$ cat src/inc/tad_pkg.sv
// Shared constants and types for the temperature alarm digital I/O block
package tad_pkg;
	localparam int NCH = 8;
	localparam int NV_WORDS = 32;
	localparam logic [7:0] OFS_DIO_DIR = 8'h00;
	localparam logic [7:0] OFS_DIO_OUT = 8'h04;
	localparam logic [7:0] OFS_DIO_IN = 8'h08;
	localparam logic [7:0] OFS_ALM_STATE = 8'h0c;
	localparam logic [7:0] OFS_IRQ_STAT = 8'h10;
	localparam logic [7:0] OFS_IRQ_EN = 8'h14;
	localparam logic [7:0] OFS_IRQ_CLR = 8'h18;
	localparam logic [7:0] OFS_NV_CMD = 8'h1c;
	localparam logic [7:0] OFS_CFG_BASE = 8'h40;
	localparam logic [7:0] OFS_CFG_END = 8'hc0;
	localparam int NV_ALM_CTRL = 0;
	localparam int NV_ALM_THR = 8;
	localparam int NV_CH_CFG = 16;
	localparam int NV_CAL = 24;
	localparam int ACTL_ASSIGN = 0;
	localparam int ACTL_SEL_LSB = 1;
	localparam int ACTL_POL = 4;
	localparam int ACTL_BELOW = 5;
	localparam int CCFG_FMT = 3;
	localparam int ST_ACTIVE_LSB = 0;
	localparam int ST_ASSIGN_LSB = 8;
	localparam int ST_OPEN_LSB = 16;
	localparam int ST_LOADED = 24;
	localparam int ST_BUSY = 25;
	localparam int IRQ_OPEN_LSB = 0;
	localparam int IRQ_ALM_LSB = 8;
	localparam int IRQ_NV = 16;
	localparam int NV_CMD_STORE = 0;
	localparam logic [7:0] RST_DIO_DIR = 8'h00;
	localparam logic [7:0] RST_DIO_OUT = 8'h00;
	localparam logic [31:0] RST_WORD = 32'h0000_0000;
	localparam logic [1:0] RESP_OKAY = 2'b00;
	localparam logic [1:0] RESP_SLVERR = 2'b10;

	typedef enum logic [2:0] {
		NV_LOAD = 3'b000,
		NV_LWAIT = 3'b001,
		NV_IDLE = 3'b010,
		NV_STORE = 3'b011,
		NV_SWAIT = 3'b100
	} tad_nv_state_t;
endpackage : tad_pkg

$ cat src/rtl/tad_dio_alarm.sv
// Digital lines, temperature alarms and their settings behind an AXI4-Lite slave
`timescale 1ns/100ps
module tad_dio_alarm import tad_pkg::*; #(
	parameter int N = NCH,
	parameter int IW = $clog2(NV_WORDS)
) (
	input wire logic CLK_SYS,
	input wire logic RST,
	input wire logic [7:0] S_AXI_AWADDR,
	input wire logic S_AXI_AWVALID,
	output logic S_AXI_AWREADY,
	input wire logic [31:0] S_AXI_WDATA,
	input wire logic [3:0] S_AXI_WSTRB,
	input wire logic S_AXI_WVALID,
	output logic S_AXI_WREADY,
	output logic [1:0] S_AXI_BRESP,
	output logic S_AXI_BVALID,
	input wire logic S_AXI_BREADY,
	input wire logic [7:0] S_AXI_ARADDR,
	input wire logic S_AXI_ARVALID,
	output logic S_AXI_ARREADY,
	output logic [31:0] S_AXI_RDATA,
	output logic [1:0] S_AXI_RRESP,
	output logic S_AXI_RVALID,
	input wire logic S_AXI_RREADY,
	input wire logic [N-1:0] DIGITAL_LINE_IN,
	output logic [N-1:0] DIGITAL_LINE_OUT,
	output logic [N-1:0] DIGITAL_LINE_OE,
	input wire logic [N*32-1:0] TEMP_DATA,
	input wire logic [N-1:0] TEMP_VALID,
	input wire logic [N-1:0] OPEN_SENSOR_DETECT,
	output logic [N*3-1:0] CH_TYPE,
	output logic [N-1:0] CH_FORMAT,
	output logic [N*32-1:0] CAL_COEF,
	output logic [IW-1:0] NV_ADDR,
	output logic NV_RD,
	output logic NV_WR,
	output logic [31:0] NV_WDATA,
	input wire logic [31:0] NV_RDATA,
	input wire logic NV_ACK,
	output logic IRQ
);
	// Order-preserving key for IEEE single: larger key means larger value
	function automatic logic [31:0] flt_key(input logic [31:0] x);
		flt_key = x[31] ? ~x : {1'b1, x[30:0]};
	endfunction : flt_key

	function automatic logic [IW-1:0] cfg_idx(input logic [7:0] a);
		logic [7:0] d;
		d = a - OFS_CFG_BASE;
		cfg_idx = d[IW+1:2];
	endfunction : cfg_idx

	function automatic logic in_cfg(input logic [7:0] a);
		in_cfg = (a >= OFS_CFG_BASE) && (a < OFS_CFG_END) && (a[1:0] == 2'b00);
	endfunction : in_cfg

	logic aw_hold_r, w_hold_r, bvalid_r, rvalid_r;
	logic [7:0] awaddr_r;
	logic [31:0] wdata_r, rdata_r;
	logic [3:0] wstrb_r;
	logic [1:0] bresp_r, rresp_r;
	logic [N-1:0] dir_r, out_r, active_r, active_nxt, assign_r, open_r, open_nxt;
	logic [N-1:0] dio_o_r, dio_oe_r, dio_o_nxt, dio_oe_nxt;
	logic [16:0] irq_stat_r, irq_en_r, irq_ev;
	logic irq_r, loaded_d_r;
	logic [31:0] cfg_r [0:NV_WORDS-1];

	logic [IW-1:0] nv_idx;
	logic ld_we, nv_loaded, nv_busy, nv_done;

	// Write channel: address and data are caught in either order
	wire aw_take = S_AXI_AWVALID & ~aw_hold_r;
	wire w_take = S_AXI_WVALID & ~w_hold_r;
	wire do_wr = aw_hold_r & w_hold_r & ~bvalid_r;
	wire [31:0] wmask = {{8{wstrb_r[3]}}, {8{wstrb_r[2]}}, {8{wstrb_r[1]}}, {8{wstrb_r[0]}}};
	wire [31:0] wbits = wdata_r & wmask;
	wire wa_dir = (awaddr_r == OFS_DIO_DIR);
	wire wa_out = (awaddr_r == OFS_DIO_OUT);
	wire wa_ien = (awaddr_r == OFS_IRQ_EN);
	wire wa_clr = (awaddr_r == OFS_IRQ_CLR);
	wire wa_cmd = (awaddr_r == OFS_NV_CMD);
	// Settings are locked while the sequencer walks them, so a store is consistent
	wire wa_cfg = in_cfg(awaddr_r) & ~nv_busy;
	wire wa_ok = wa_dir | wa_out | wa_ien | wa_clr | wa_cmd | wa_cfg;
	wire [IW-1:0] wa_idx = cfg_idx(awaddr_r);
	wire wr_dir = do_wr & wa_dir;
	wire wr_out = do_wr & wa_out;
	wire wr_ien = do_wr & wa_ien;
	wire wr_cfg = do_wr & wa_cfg;
	wire [16:0] irq_clr = (do_wr & wa_clr) ? wbits[16:0] : 17'h0_0000;
	wire nv_commit = do_wr & wa_cmd & wbits[NV_CMD_STORE];

	// Read decode
	wire ar_take = S_AXI_ARVALID & ~rvalid_r;
	wire [7:0] ra = S_AXI_ARADDR;
	// Loaded shows only once the assignment bits have latched, so one poll sees both
	wire [31:0] st_word = {6'h00, nv_busy, loaded_d_r, open_r, assign_r, active_r};
	wire ra_cfg = in_cfg(ra);
	wire ra_ok = ra_cfg || ra == OFS_DIO_DIR || ra == OFS_DIO_OUT || ra == OFS_DIO_IN
		|| ra == OFS_ALM_STATE || ra == OFS_IRQ_STAT || ra == OFS_IRQ_EN
		|| ra == OFS_IRQ_CLR || ra == OFS_NV_CMD;
	wire [31:0] rd_mux = ra_cfg ? cfg_r[cfg_idx(ra)] :
		(ra == OFS_DIO_DIR) ? {24'h00_0000, dir_r} :
		(ra == OFS_DIO_OUT) ? {24'h00_0000, out_r} :
		(ra == OFS_DIO_IN) ? {24'h00_0000, DIGITAL_LINE_IN} :
		(ra == OFS_ALM_STATE) ? st_word :
		(ra == OFS_IRQ_STAT) ? {15'h0000, irq_stat_r} :
		(ra == OFS_IRQ_EN) ? {15'h0000, irq_en_r} :
		32'h0000_0000;

	always_ff @(posedge CLK_SYS) begin
		if (RST) begin
			aw_hold_r <= 1'b0;
			w_hold_r <= 1'b0;
			bvalid_r <= 1'b0;
			rvalid_r <= 1'b0;
			awaddr_r <= 8'h00;
			wdata_r <= RST_WORD;
			wstrb_r <= 4'h0;
			bresp_r <= RESP_OKAY;
			rresp_r <= RESP_OKAY;
			rdata_r <= RST_WORD;
		end else begin
			if (aw_take) begin
				aw_hold_r <= 1'b1;
				awaddr_r <= S_AXI_AWADDR;
			end else if (do_wr) begin
				aw_hold_r <= 1'b0;
			end
			if (w_take) begin
				w_hold_r <= 1'b1;
				wdata_r <= S_AXI_WDATA;
				wstrb_r <= S_AXI_WSTRB;
			end else if (do_wr) begin
				w_hold_r <= 1'b0;
			end
			if (do_wr) begin
				bvalid_r <= 1'b1;
				bresp_r <= wa_ok ? RESP_OKAY : RESP_SLVERR;
			end else if (S_AXI_BREADY) begin
				bvalid_r <= 1'b0;
			end
			if (ar_take) begin
				rvalid_r <= 1'b1;
				rdata_r <= rd_mux;
				rresp_r <= ra_ok ? RESP_OKAY : RESP_SLVERR;
			end else if (S_AXI_RREADY) begin
				rvalid_r <= 1'b0;
			end
		end
	end

	assign S_AXI_AWREADY = ~aw_hold_r;
	assign S_AXI_WREADY = ~w_hold_r;
	assign S_AXI_BVALID = bvalid_r;
	assign S_AXI_BRESP = bresp_r;
	assign S_AXI_ARREADY = ~rvalid_r;
	assign S_AXI_RVALID = rvalid_r;
	assign S_AXI_RDATA = rdata_r;
	assign S_AXI_RRESP = rresp_r;

	// Alarm settings, sensor types, formats and calibration share one image
	tad_nv_seq #(
		.WORDS(NV_WORDS),
		.IW(IW)
	) u_nv (
		.clk(CLK_SYS),
		.rst(RST),
		.commit(nv_commit),
		.st_data(cfg_r[nv_idx]),
		.nv_rdata(NV_RDATA),
		.nv_ack(NV_ACK),
		.idx(nv_idx),
		.nv_rd(NV_RD),
		.nv_wr(NV_WR),
		.nv_wdata(NV_WDATA),
		.ld_we(ld_we),
		.loaded(nv_loaded),
		.busy(nv_busy),
		.op_done(nv_done)
	);
	assign NV_ADDR = nv_idx;

	always_ff @(posedge CLK_SYS) begin
		if (RST) begin
			for (int k = 0; k < NV_WORDS; k++)
				cfg_r[k] <= RST_WORD;
		end else if (ld_we) begin
			cfg_r[nv_idx] <= NV_RDATA;
		end else if (wr_cfg) begin
			cfg_r[wa_idx] <= (cfg_r[wa_idx] & ~wmask) | wbits;
		end
	end

	genvar g;
	generate
		for (g = 0; g < N; g++) begin : g_ch
			assign CH_TYPE[g*3 +: 3] = cfg_r[NV_CH_CFG + g][2:0];
			assign CH_FORMAT[g] = cfg_r[NV_CH_CFG + g][CCFG_FMT];
			assign CAL_COEF[g*32 +: 32] = cfg_r[NV_CAL + g];
		end
	endgenerate

	// No mode input gates evaluation: logging and host use behave the same
	always_comb begin
		active_nxt = active_r;
		open_nxt = open_r;
		for (int c = 0; c < N; c++) begin
			if (TEMP_VALID[c])
				open_nxt[c] = OPEN_SENSOR_DETECT[c];
		end
		for (int a = 0; a < N; a++) begin
			logic [31:0] ctl;
			logic [2:0] sel;
			logic [31:0] smp;
			logic hi;
			ctl = cfg_r[NV_ALM_CTRL + a];
			sel = ctl[ACTL_SEL_LSB +: 3];
			smp = TEMP_DATA[sel*32 +: 32];
			hi = flt_key(smp) > flt_key(cfg_r[NV_ALM_THR + a]);
			// Open sensor gives no reading, so the alarm keeps its last state
			if (TEMP_VALID[sel] && !OPEN_SENSOR_DETECT[sel])
				active_nxt[a] = ctl[ACTL_BELOW] ? (flt_key(smp) < flt_key(cfg_r[NV_ALM_THR + a])) : hi;
			if (!assign_r[a])
				active_nxt[a] = 1'b0;
		end
	end

	always_comb begin
		for (int a = 0; a < N; a++) begin
			if (assign_r[a]) begin
				dio_oe_nxt[a] = 1'b1;
				dio_o_nxt[a] = active_nxt[a] ? cfg_r[NV_ALM_CTRL + a][ACTL_POL]
					: ~cfg_r[NV_ALM_CTRL + a][ACTL_POL];
			end else begin
				dio_oe_nxt[a] = dir_r[a];
				dio_o_nxt[a] = out_r[a];
			end
		end
	end

	assign irq_ev = {nv_done, active_nxt & ~active_r, open_nxt & ~open_r};

	always_ff @(posedge CLK_SYS) begin
		if (RST) begin
			dir_r <= RST_DIO_DIR;
			out_r <= RST_DIO_OUT;
			active_r <= '0;
			open_r <= '0;
			assign_r <= '0;
			loaded_d_r <= 1'b0;
			dio_o_r <= '0;
			dio_oe_r <= '0;
			irq_stat_r <= '0;
			irq_en_r <= '0;
			irq_r <= 1'b0;
		end else begin
			if (wr_dir)
				dir_r <= (dir_r & ~wmask[7:0]) | wbits[7:0];
			if (wr_out)
				out_r <= (out_r & ~wmask[7:0]) | wbits[7:0];
			if (wr_ien)
				irq_en_r <= (irq_en_r & ~wmask[16:0]) | wbits[16:0];
			active_r <= active_nxt;
			open_r <= open_nxt;
			loaded_d_r <= nv_loaded;
			// Assignment is sampled once after restore, so a change waits for power-up
			if (nv_loaded & ~loaded_d_r) begin
				for (int a = 0; a < N; a++)
					assign_r[a] <= cfg_r[NV_ALM_CTRL + a][ACTL_ASSIGN];
			end
			dio_o_r <= dio_o_nxt;
			dio_oe_r <= dio_oe_nxt;
			// A new event in the clearing cycle stays set
			irq_stat_r <= (irq_stat_r & ~irq_clr) | irq_ev;
			irq_r <= |(((irq_stat_r & ~irq_clr) | irq_ev) & irq_en_r);
		end
	end

	assign DIGITAL_LINE_OUT = dio_o_r;
	assign DIGITAL_LINE_OE = dio_oe_r;
	assign IRQ = irq_r;
endmodule : tad_dio_alarm

$ cat src/rtl/tad_nv_seq.sv
// Non-volatile settings sequencer: restore at power-up, store on command
`timescale 1ns/100ps
module tad_nv_seq import tad_pkg::*; #(
	parameter int WORDS = NV_WORDS,
	parameter int IW = $clog2(NV_WORDS)
) (
	input wire logic clk,
	input wire logic rst,
	input wire logic commit,
	input wire logic [31:0] st_data,
	input wire logic [31:0] nv_rdata,
	input wire logic nv_ack,
	output logic [IW-1:0] idx,
	output logic nv_rd,
	output logic nv_wr,
	output logic [31:0] nv_wdata,
	output logic ld_we,
	output logic loaded,
	output logic busy,
	output logic op_done
);
	tad_nv_state_t state_r, state_nxt;
	logic [IW-1:0] idx_r, idx_nxt;
	logic rd_r, wr_r, loaded_r;
	logic [31:0] wdata_r;
	wire last = (idx_r == IW'(WORDS - 1));
	wire lwait_ack = (state_r == NV_LWAIT) & nv_ack;
	wire swait_ack = (state_r == NV_SWAIT) & nv_ack;

	// Request is held as a level until the memory acknowledges it
	always_comb begin
		state_nxt = state_r;
		idx_nxt = idx_r;
		case (state_r)
			NV_LOAD: state_nxt = NV_LWAIT;
			NV_LWAIT: if (nv_ack) begin
				state_nxt = last ? NV_IDLE : NV_LOAD;
				idx_nxt = last ? '0 : idx_r + 1'b1;
			end
			NV_IDLE: if (commit) begin
				state_nxt = NV_STORE;
				idx_nxt = '0;
			end
			NV_STORE: state_nxt = NV_SWAIT;
			NV_SWAIT: if (nv_ack) begin
				state_nxt = last ? NV_IDLE : NV_STORE;
				idx_nxt = last ? '0 : idx_r + 1'b1;
			end
			default: state_nxt = NV_IDLE;
		endcase
	end

	always_ff @(posedge clk) begin
		if (rst) begin
			state_r <= NV_LOAD;
			idx_r <= '0;
			rd_r <= 1'b0;
			wr_r <= 1'b0;
			wdata_r <= RST_WORD;
			loaded_r <= 1'b0;
		end else begin
			state_r <= state_nxt;
			idx_r <= idx_nxt;
			rd_r <= (state_nxt == NV_LWAIT);
			wr_r <= (state_nxt == NV_SWAIT);
			if (state_r == NV_STORE)
				wdata_r <= st_data;
			if (lwait_ack & last)
				loaded_r <= 1'b1;
		end
	end

	assign idx = idx_r;
	assign nv_rd = rd_r;
	assign nv_wr = wr_r;
	assign nv_wdata = wdata_r;
	assign ld_we = lwait_ack;
	assign loaded = loaded_r;
	assign busy = (state_r != NV_IDLE);
	assign op_done = (lwait_ack | swait_ack) & last;
endmodule : tad_nv_seq

$ cat config.mk
export PLATFORM = sky130hd
export DESIGN_NAME = tad_dio_alarm
export DESIGN_NICKNAME = d
export VERILOG_FILES = /design/src/inc/tad_pkg.sv /design/src/rtl/tad_dio_alarm.sv /design/src/rtl/tad_nv_seq.sv
export SDC_FILE = /design/constraint.sdc
export NUM_CORES = 2
export LEC_CHECK = 0
export ABC_CLOCK_PERIOD_IN_PS = 4900
export BUFFER_PORTS_ARGS = -buffer_cell sky130_fd_sc_hd__buf_2
export CELL_PAD_IN_SITES_DETAIL_PLACEMENT = 0
export CELL_PAD_IN_SITES_GLOBAL_PLACEMENT = 1
export CORE_AREA = 3 3 460 462
export CTS_CLUSTER_SIZE = 30
export DETAILED_ROUTE_END_ITERATION = 6
export DIE_AREA = 0 0 463 465
export PLACE_DENSITY_LB_ADDON = 0.1
export SYNTH_ARGS = -nofsm -noshare
export SYNTH_HDL_FRONTEND = slang
export SYNTH_SLANG_ARGS = --single-unit
$ cat constraint.sdc
create_clock -name CLK_SYS -period 4.9 [get_ports CLK_SYS]
set_clock_uncertainty 0.15 [all_clocks]
set_input_delay 0.735 -clock CLK_SYS [delete_from_list [all_inputs] [get_ports CLK_SYS]]
set_output_delay 0.735 -clock CLK_SYS [all_outputs]
set_load 0.005 [all_outputs]
==> qor.csv <==
metric,value,unit
synth.distinct_cells,83,
die_h,465,um
remaining_drc_errors,11,
p_leak,39.4,nW
p_per_area,278,mW/mm2
io_buffers,754,
route.vias.total,74920,
cts_tree,built,
nNetsFinal,8534,
antenna_found_initial,13,
synth_edf_count,1024,
worstPathCellList,buf_12 > buf_4 > mux4_2 > mux2i_1 > xor2_2 > buf_4 > ha_1 > nand4_1 > nor4_1 > buf_4 > o31a_1 > or4b_2 > a21oi_2 > o21ai_0 > nand4_1,
cts_buffer_depth,3,
crit_start,cfg_r[5][1],
violations,"design-rule violations, negative setup slack",
relSlewSlack,18.7,%
required,5.42,ns
rsz0062_at_grt,yes,
design.die.area,0.215,mm2
grtUsageTotal,38.4,%
postLayoutSetupSlackWorst,-0.0265,ns
via_per_inst,6.93,
cts_inserted_buffers,141,
hold_viol,0,
post-layout-total-power,0.0307,W
worst-path-buf-inv,4,
grt-ovfl-total,0,
cp_slowest_cell,nor4_1,
final_common_cell,mux4_2,
outcome,finished with violations,
fmaxAchievable,203,MHz
r2r-start,cfg_r[5][1],
pin_count,757,
worst_setup_path_end_kind,register,
period_minus_slack,4.93,ns
firstDrtPassIters,7,
start_util,46.0,%
grt_pass1_vias,73110,
syn-cell-area,0.0955,mm2
yosysTopAreaCell,mux4_2,
setup-tns-final,-0.0265,ns
ir_drop,0.000370,V
cp_max_fo,12,
cp_common_cell,buf_4,
synth-async-reset-ratio,0,%
final-setup-viol-count,1,
yosys.area.top_type_share,35.1,%
synth.avg_cell_area,13.4,um2
cts_max_level,4,
ys_seq_area_share,36.7,%
worstHoldStart,S_AXI_AWADDR[1],
ys_ff_latch,1241,
tightest_slew,1.22,ns
arrival,5.45,ns
place_congestion,0.973,
wire_per_inst,39.1,um
syn_inst,7142,
fin_util,53.2,%
maxCapViolCount,0,
clkLatencyLatePin,0.81,ns
synth_ff_type,edfxtp_1,
dpl.hpwl,304000,um
drive_gt1_share,39.8,%
slew_violations,0,
post-place-ws,-0.384,ns
coreArea,0.207,mm2
wl,422000,um
hold_ws,0.0483,ns
critical-path-top-delay-family,simple AND/OR/NAND/NOR gates,
slowest_delay,0.53,ns
grt_pass1_wl,583000,um
multiInputGateArea,0.0571,mm2
area_growth,15.6,%
path_class,register to register,
cts.sinks,1241,
seqCellArea,0.0351,mm2
layout_common_cells,"mux4_2, nor2_1, edfxtp_1",
hold_path.class,primary input to register,
die_w,463,um
startpoint_type,register,
finalCritPeriodShare,101,%
fillers,17592,
drtIter0Drc,11366,
ys_top_cells_by_area,"mux4_2, edfxtp_1, nor2_1, dfxtp_1, mux2i_1",
synth_warnings,0,
clk_pin_slew_worst_paths,0.07,ns
ant_nets,0,
grt_max_degree,116,
placementRows,167,
cts_root_buf,clkbuf_16,
[registers in the layout, indices dropped and copies added (netlist names), 5 cells and up, named ones only]
name and cells:
irq_stat_r 17, open_r 8, assign_r 8, awaddr_r 8
u_nv.idx 5, S_AXI_RDATA 32, wdata_r 32, cfg_r 1024
DIGITAL_LINE_OUT 8, DIGITAL_LINE_OE 8, u_nv.nv_wdata 32, active_r 8
[worst paths after layout]
kind | to | slack (ns) | depth (start not counted)
max | IRQ | -0.03 | 15
min | awaddr_r[1] | 0.05 | 3
max reg2reg | IRQ | -0.03 | 15
min reg2reg | wdata_r[21] | 0.31 | 2
[stage by stage]
step / instance area, um2 / std cells
floorplan: 95500 / 7143
global route: 110000 / 10803
CTS: 110000 / 10772
detailed placement: 105000 / 10507
finish: 110000 / 10804
global placement: 105000 / 10507
[cells by family after synthesis]
kind of cell | after synthesis | share of synthesized area, %
other | 1 | 0.00393
XOR/XNOR | 497 | 4.56
flip-flops | 1241 | 36.7
adder cells (fa/ha/maj) | 260 | 3.41
buffers and inverters | 804 | 3.98
AND/OR/NAND/NOR | 1913 | 8.32
AO/OA/AOI/OAI | 566 | 3.98
multiplexers | 1860 | 39.0
[report_power, final]
part           internal [W]  leakage, nW  switching (W)  total, W
Clock               0.00606         2.17        0.00459    0.0106
Sequential           0.0117         12.3       0.000428    0.0122
Combinational       0.00346         24.9        0.00437   0.00783
Total                0.0213         39.4        0.00939    0.0307
[worst register-to-register path, stage by stage (launching register included)]
cell and delay [ns]:
edfxtp_1 0.38, buf_12 0.22, buf_4 0.19, mux4_2 0.49, mux2i_1 0.29, xor2_2 0.19
buf_4 0.17, ha_1 0.30, nand4_1 0.30, nor4_1 0.54, buf_4 0.29, o31a_1 0.36
or4b_2 0.27, a21oi_2 0.12, o21ai_0 0.38, nand4_1 0.16
[Yosys cell counts (81+ instances only)]
| cell type | instances |
|---|---|
| a21oi_1 | 264 |
| xnor2_1 | 249 |
| nand2_1 | 357 |
| nor2_1 | 1270 |
| mux2i_1 | 365 |
| edfxtp_1 | 1024 |
| buf_2 | 81 |
| clkbuf_1 | 371 |
| mux4_2 | 1490 |
| ha_1 | 260 |
| dfxtp_1 | 217 |
| buf_1 | 157 |
| xor2_1 | 248 |
| buf_4 | 127 |
[final cells by class]
| class | instances | area share, % |
|---|---|---|
| antenna | 4 | 0.00906 |
| clock buffer | 202 | 3.64 |
| clock inverter | 51 | 0.408 |
| inverter | 41 | 0.142 |
| multi-input combinational | 5098 | 51.7 |
| sequential | 1241 | 31.8 |
| tap | 2788 | 3.16 |
| timing repair buffer | 1379 | 9.15 |
[what timing repair did]
action,4_1_cts,5_1_grt
pin swaps,0,4
buffers inserted,0,23
endpoints found under the hold margin,12,0
gates resized for setup,11,49
gates cloned,0,5
hold buffers,12,0
setup endpoints to repair,11,16
[routing by layer]
metal	track usage [%]	up-vias	share of wire, %
li1	-	29715	-
met1	50.5	38875	36
met2	60.8	5401	47
met3	7.68	925	11
met4	19.6	4	6.1
met5	0	-	0.0064
Note: power is estimated with default switching activity, not from simulation.
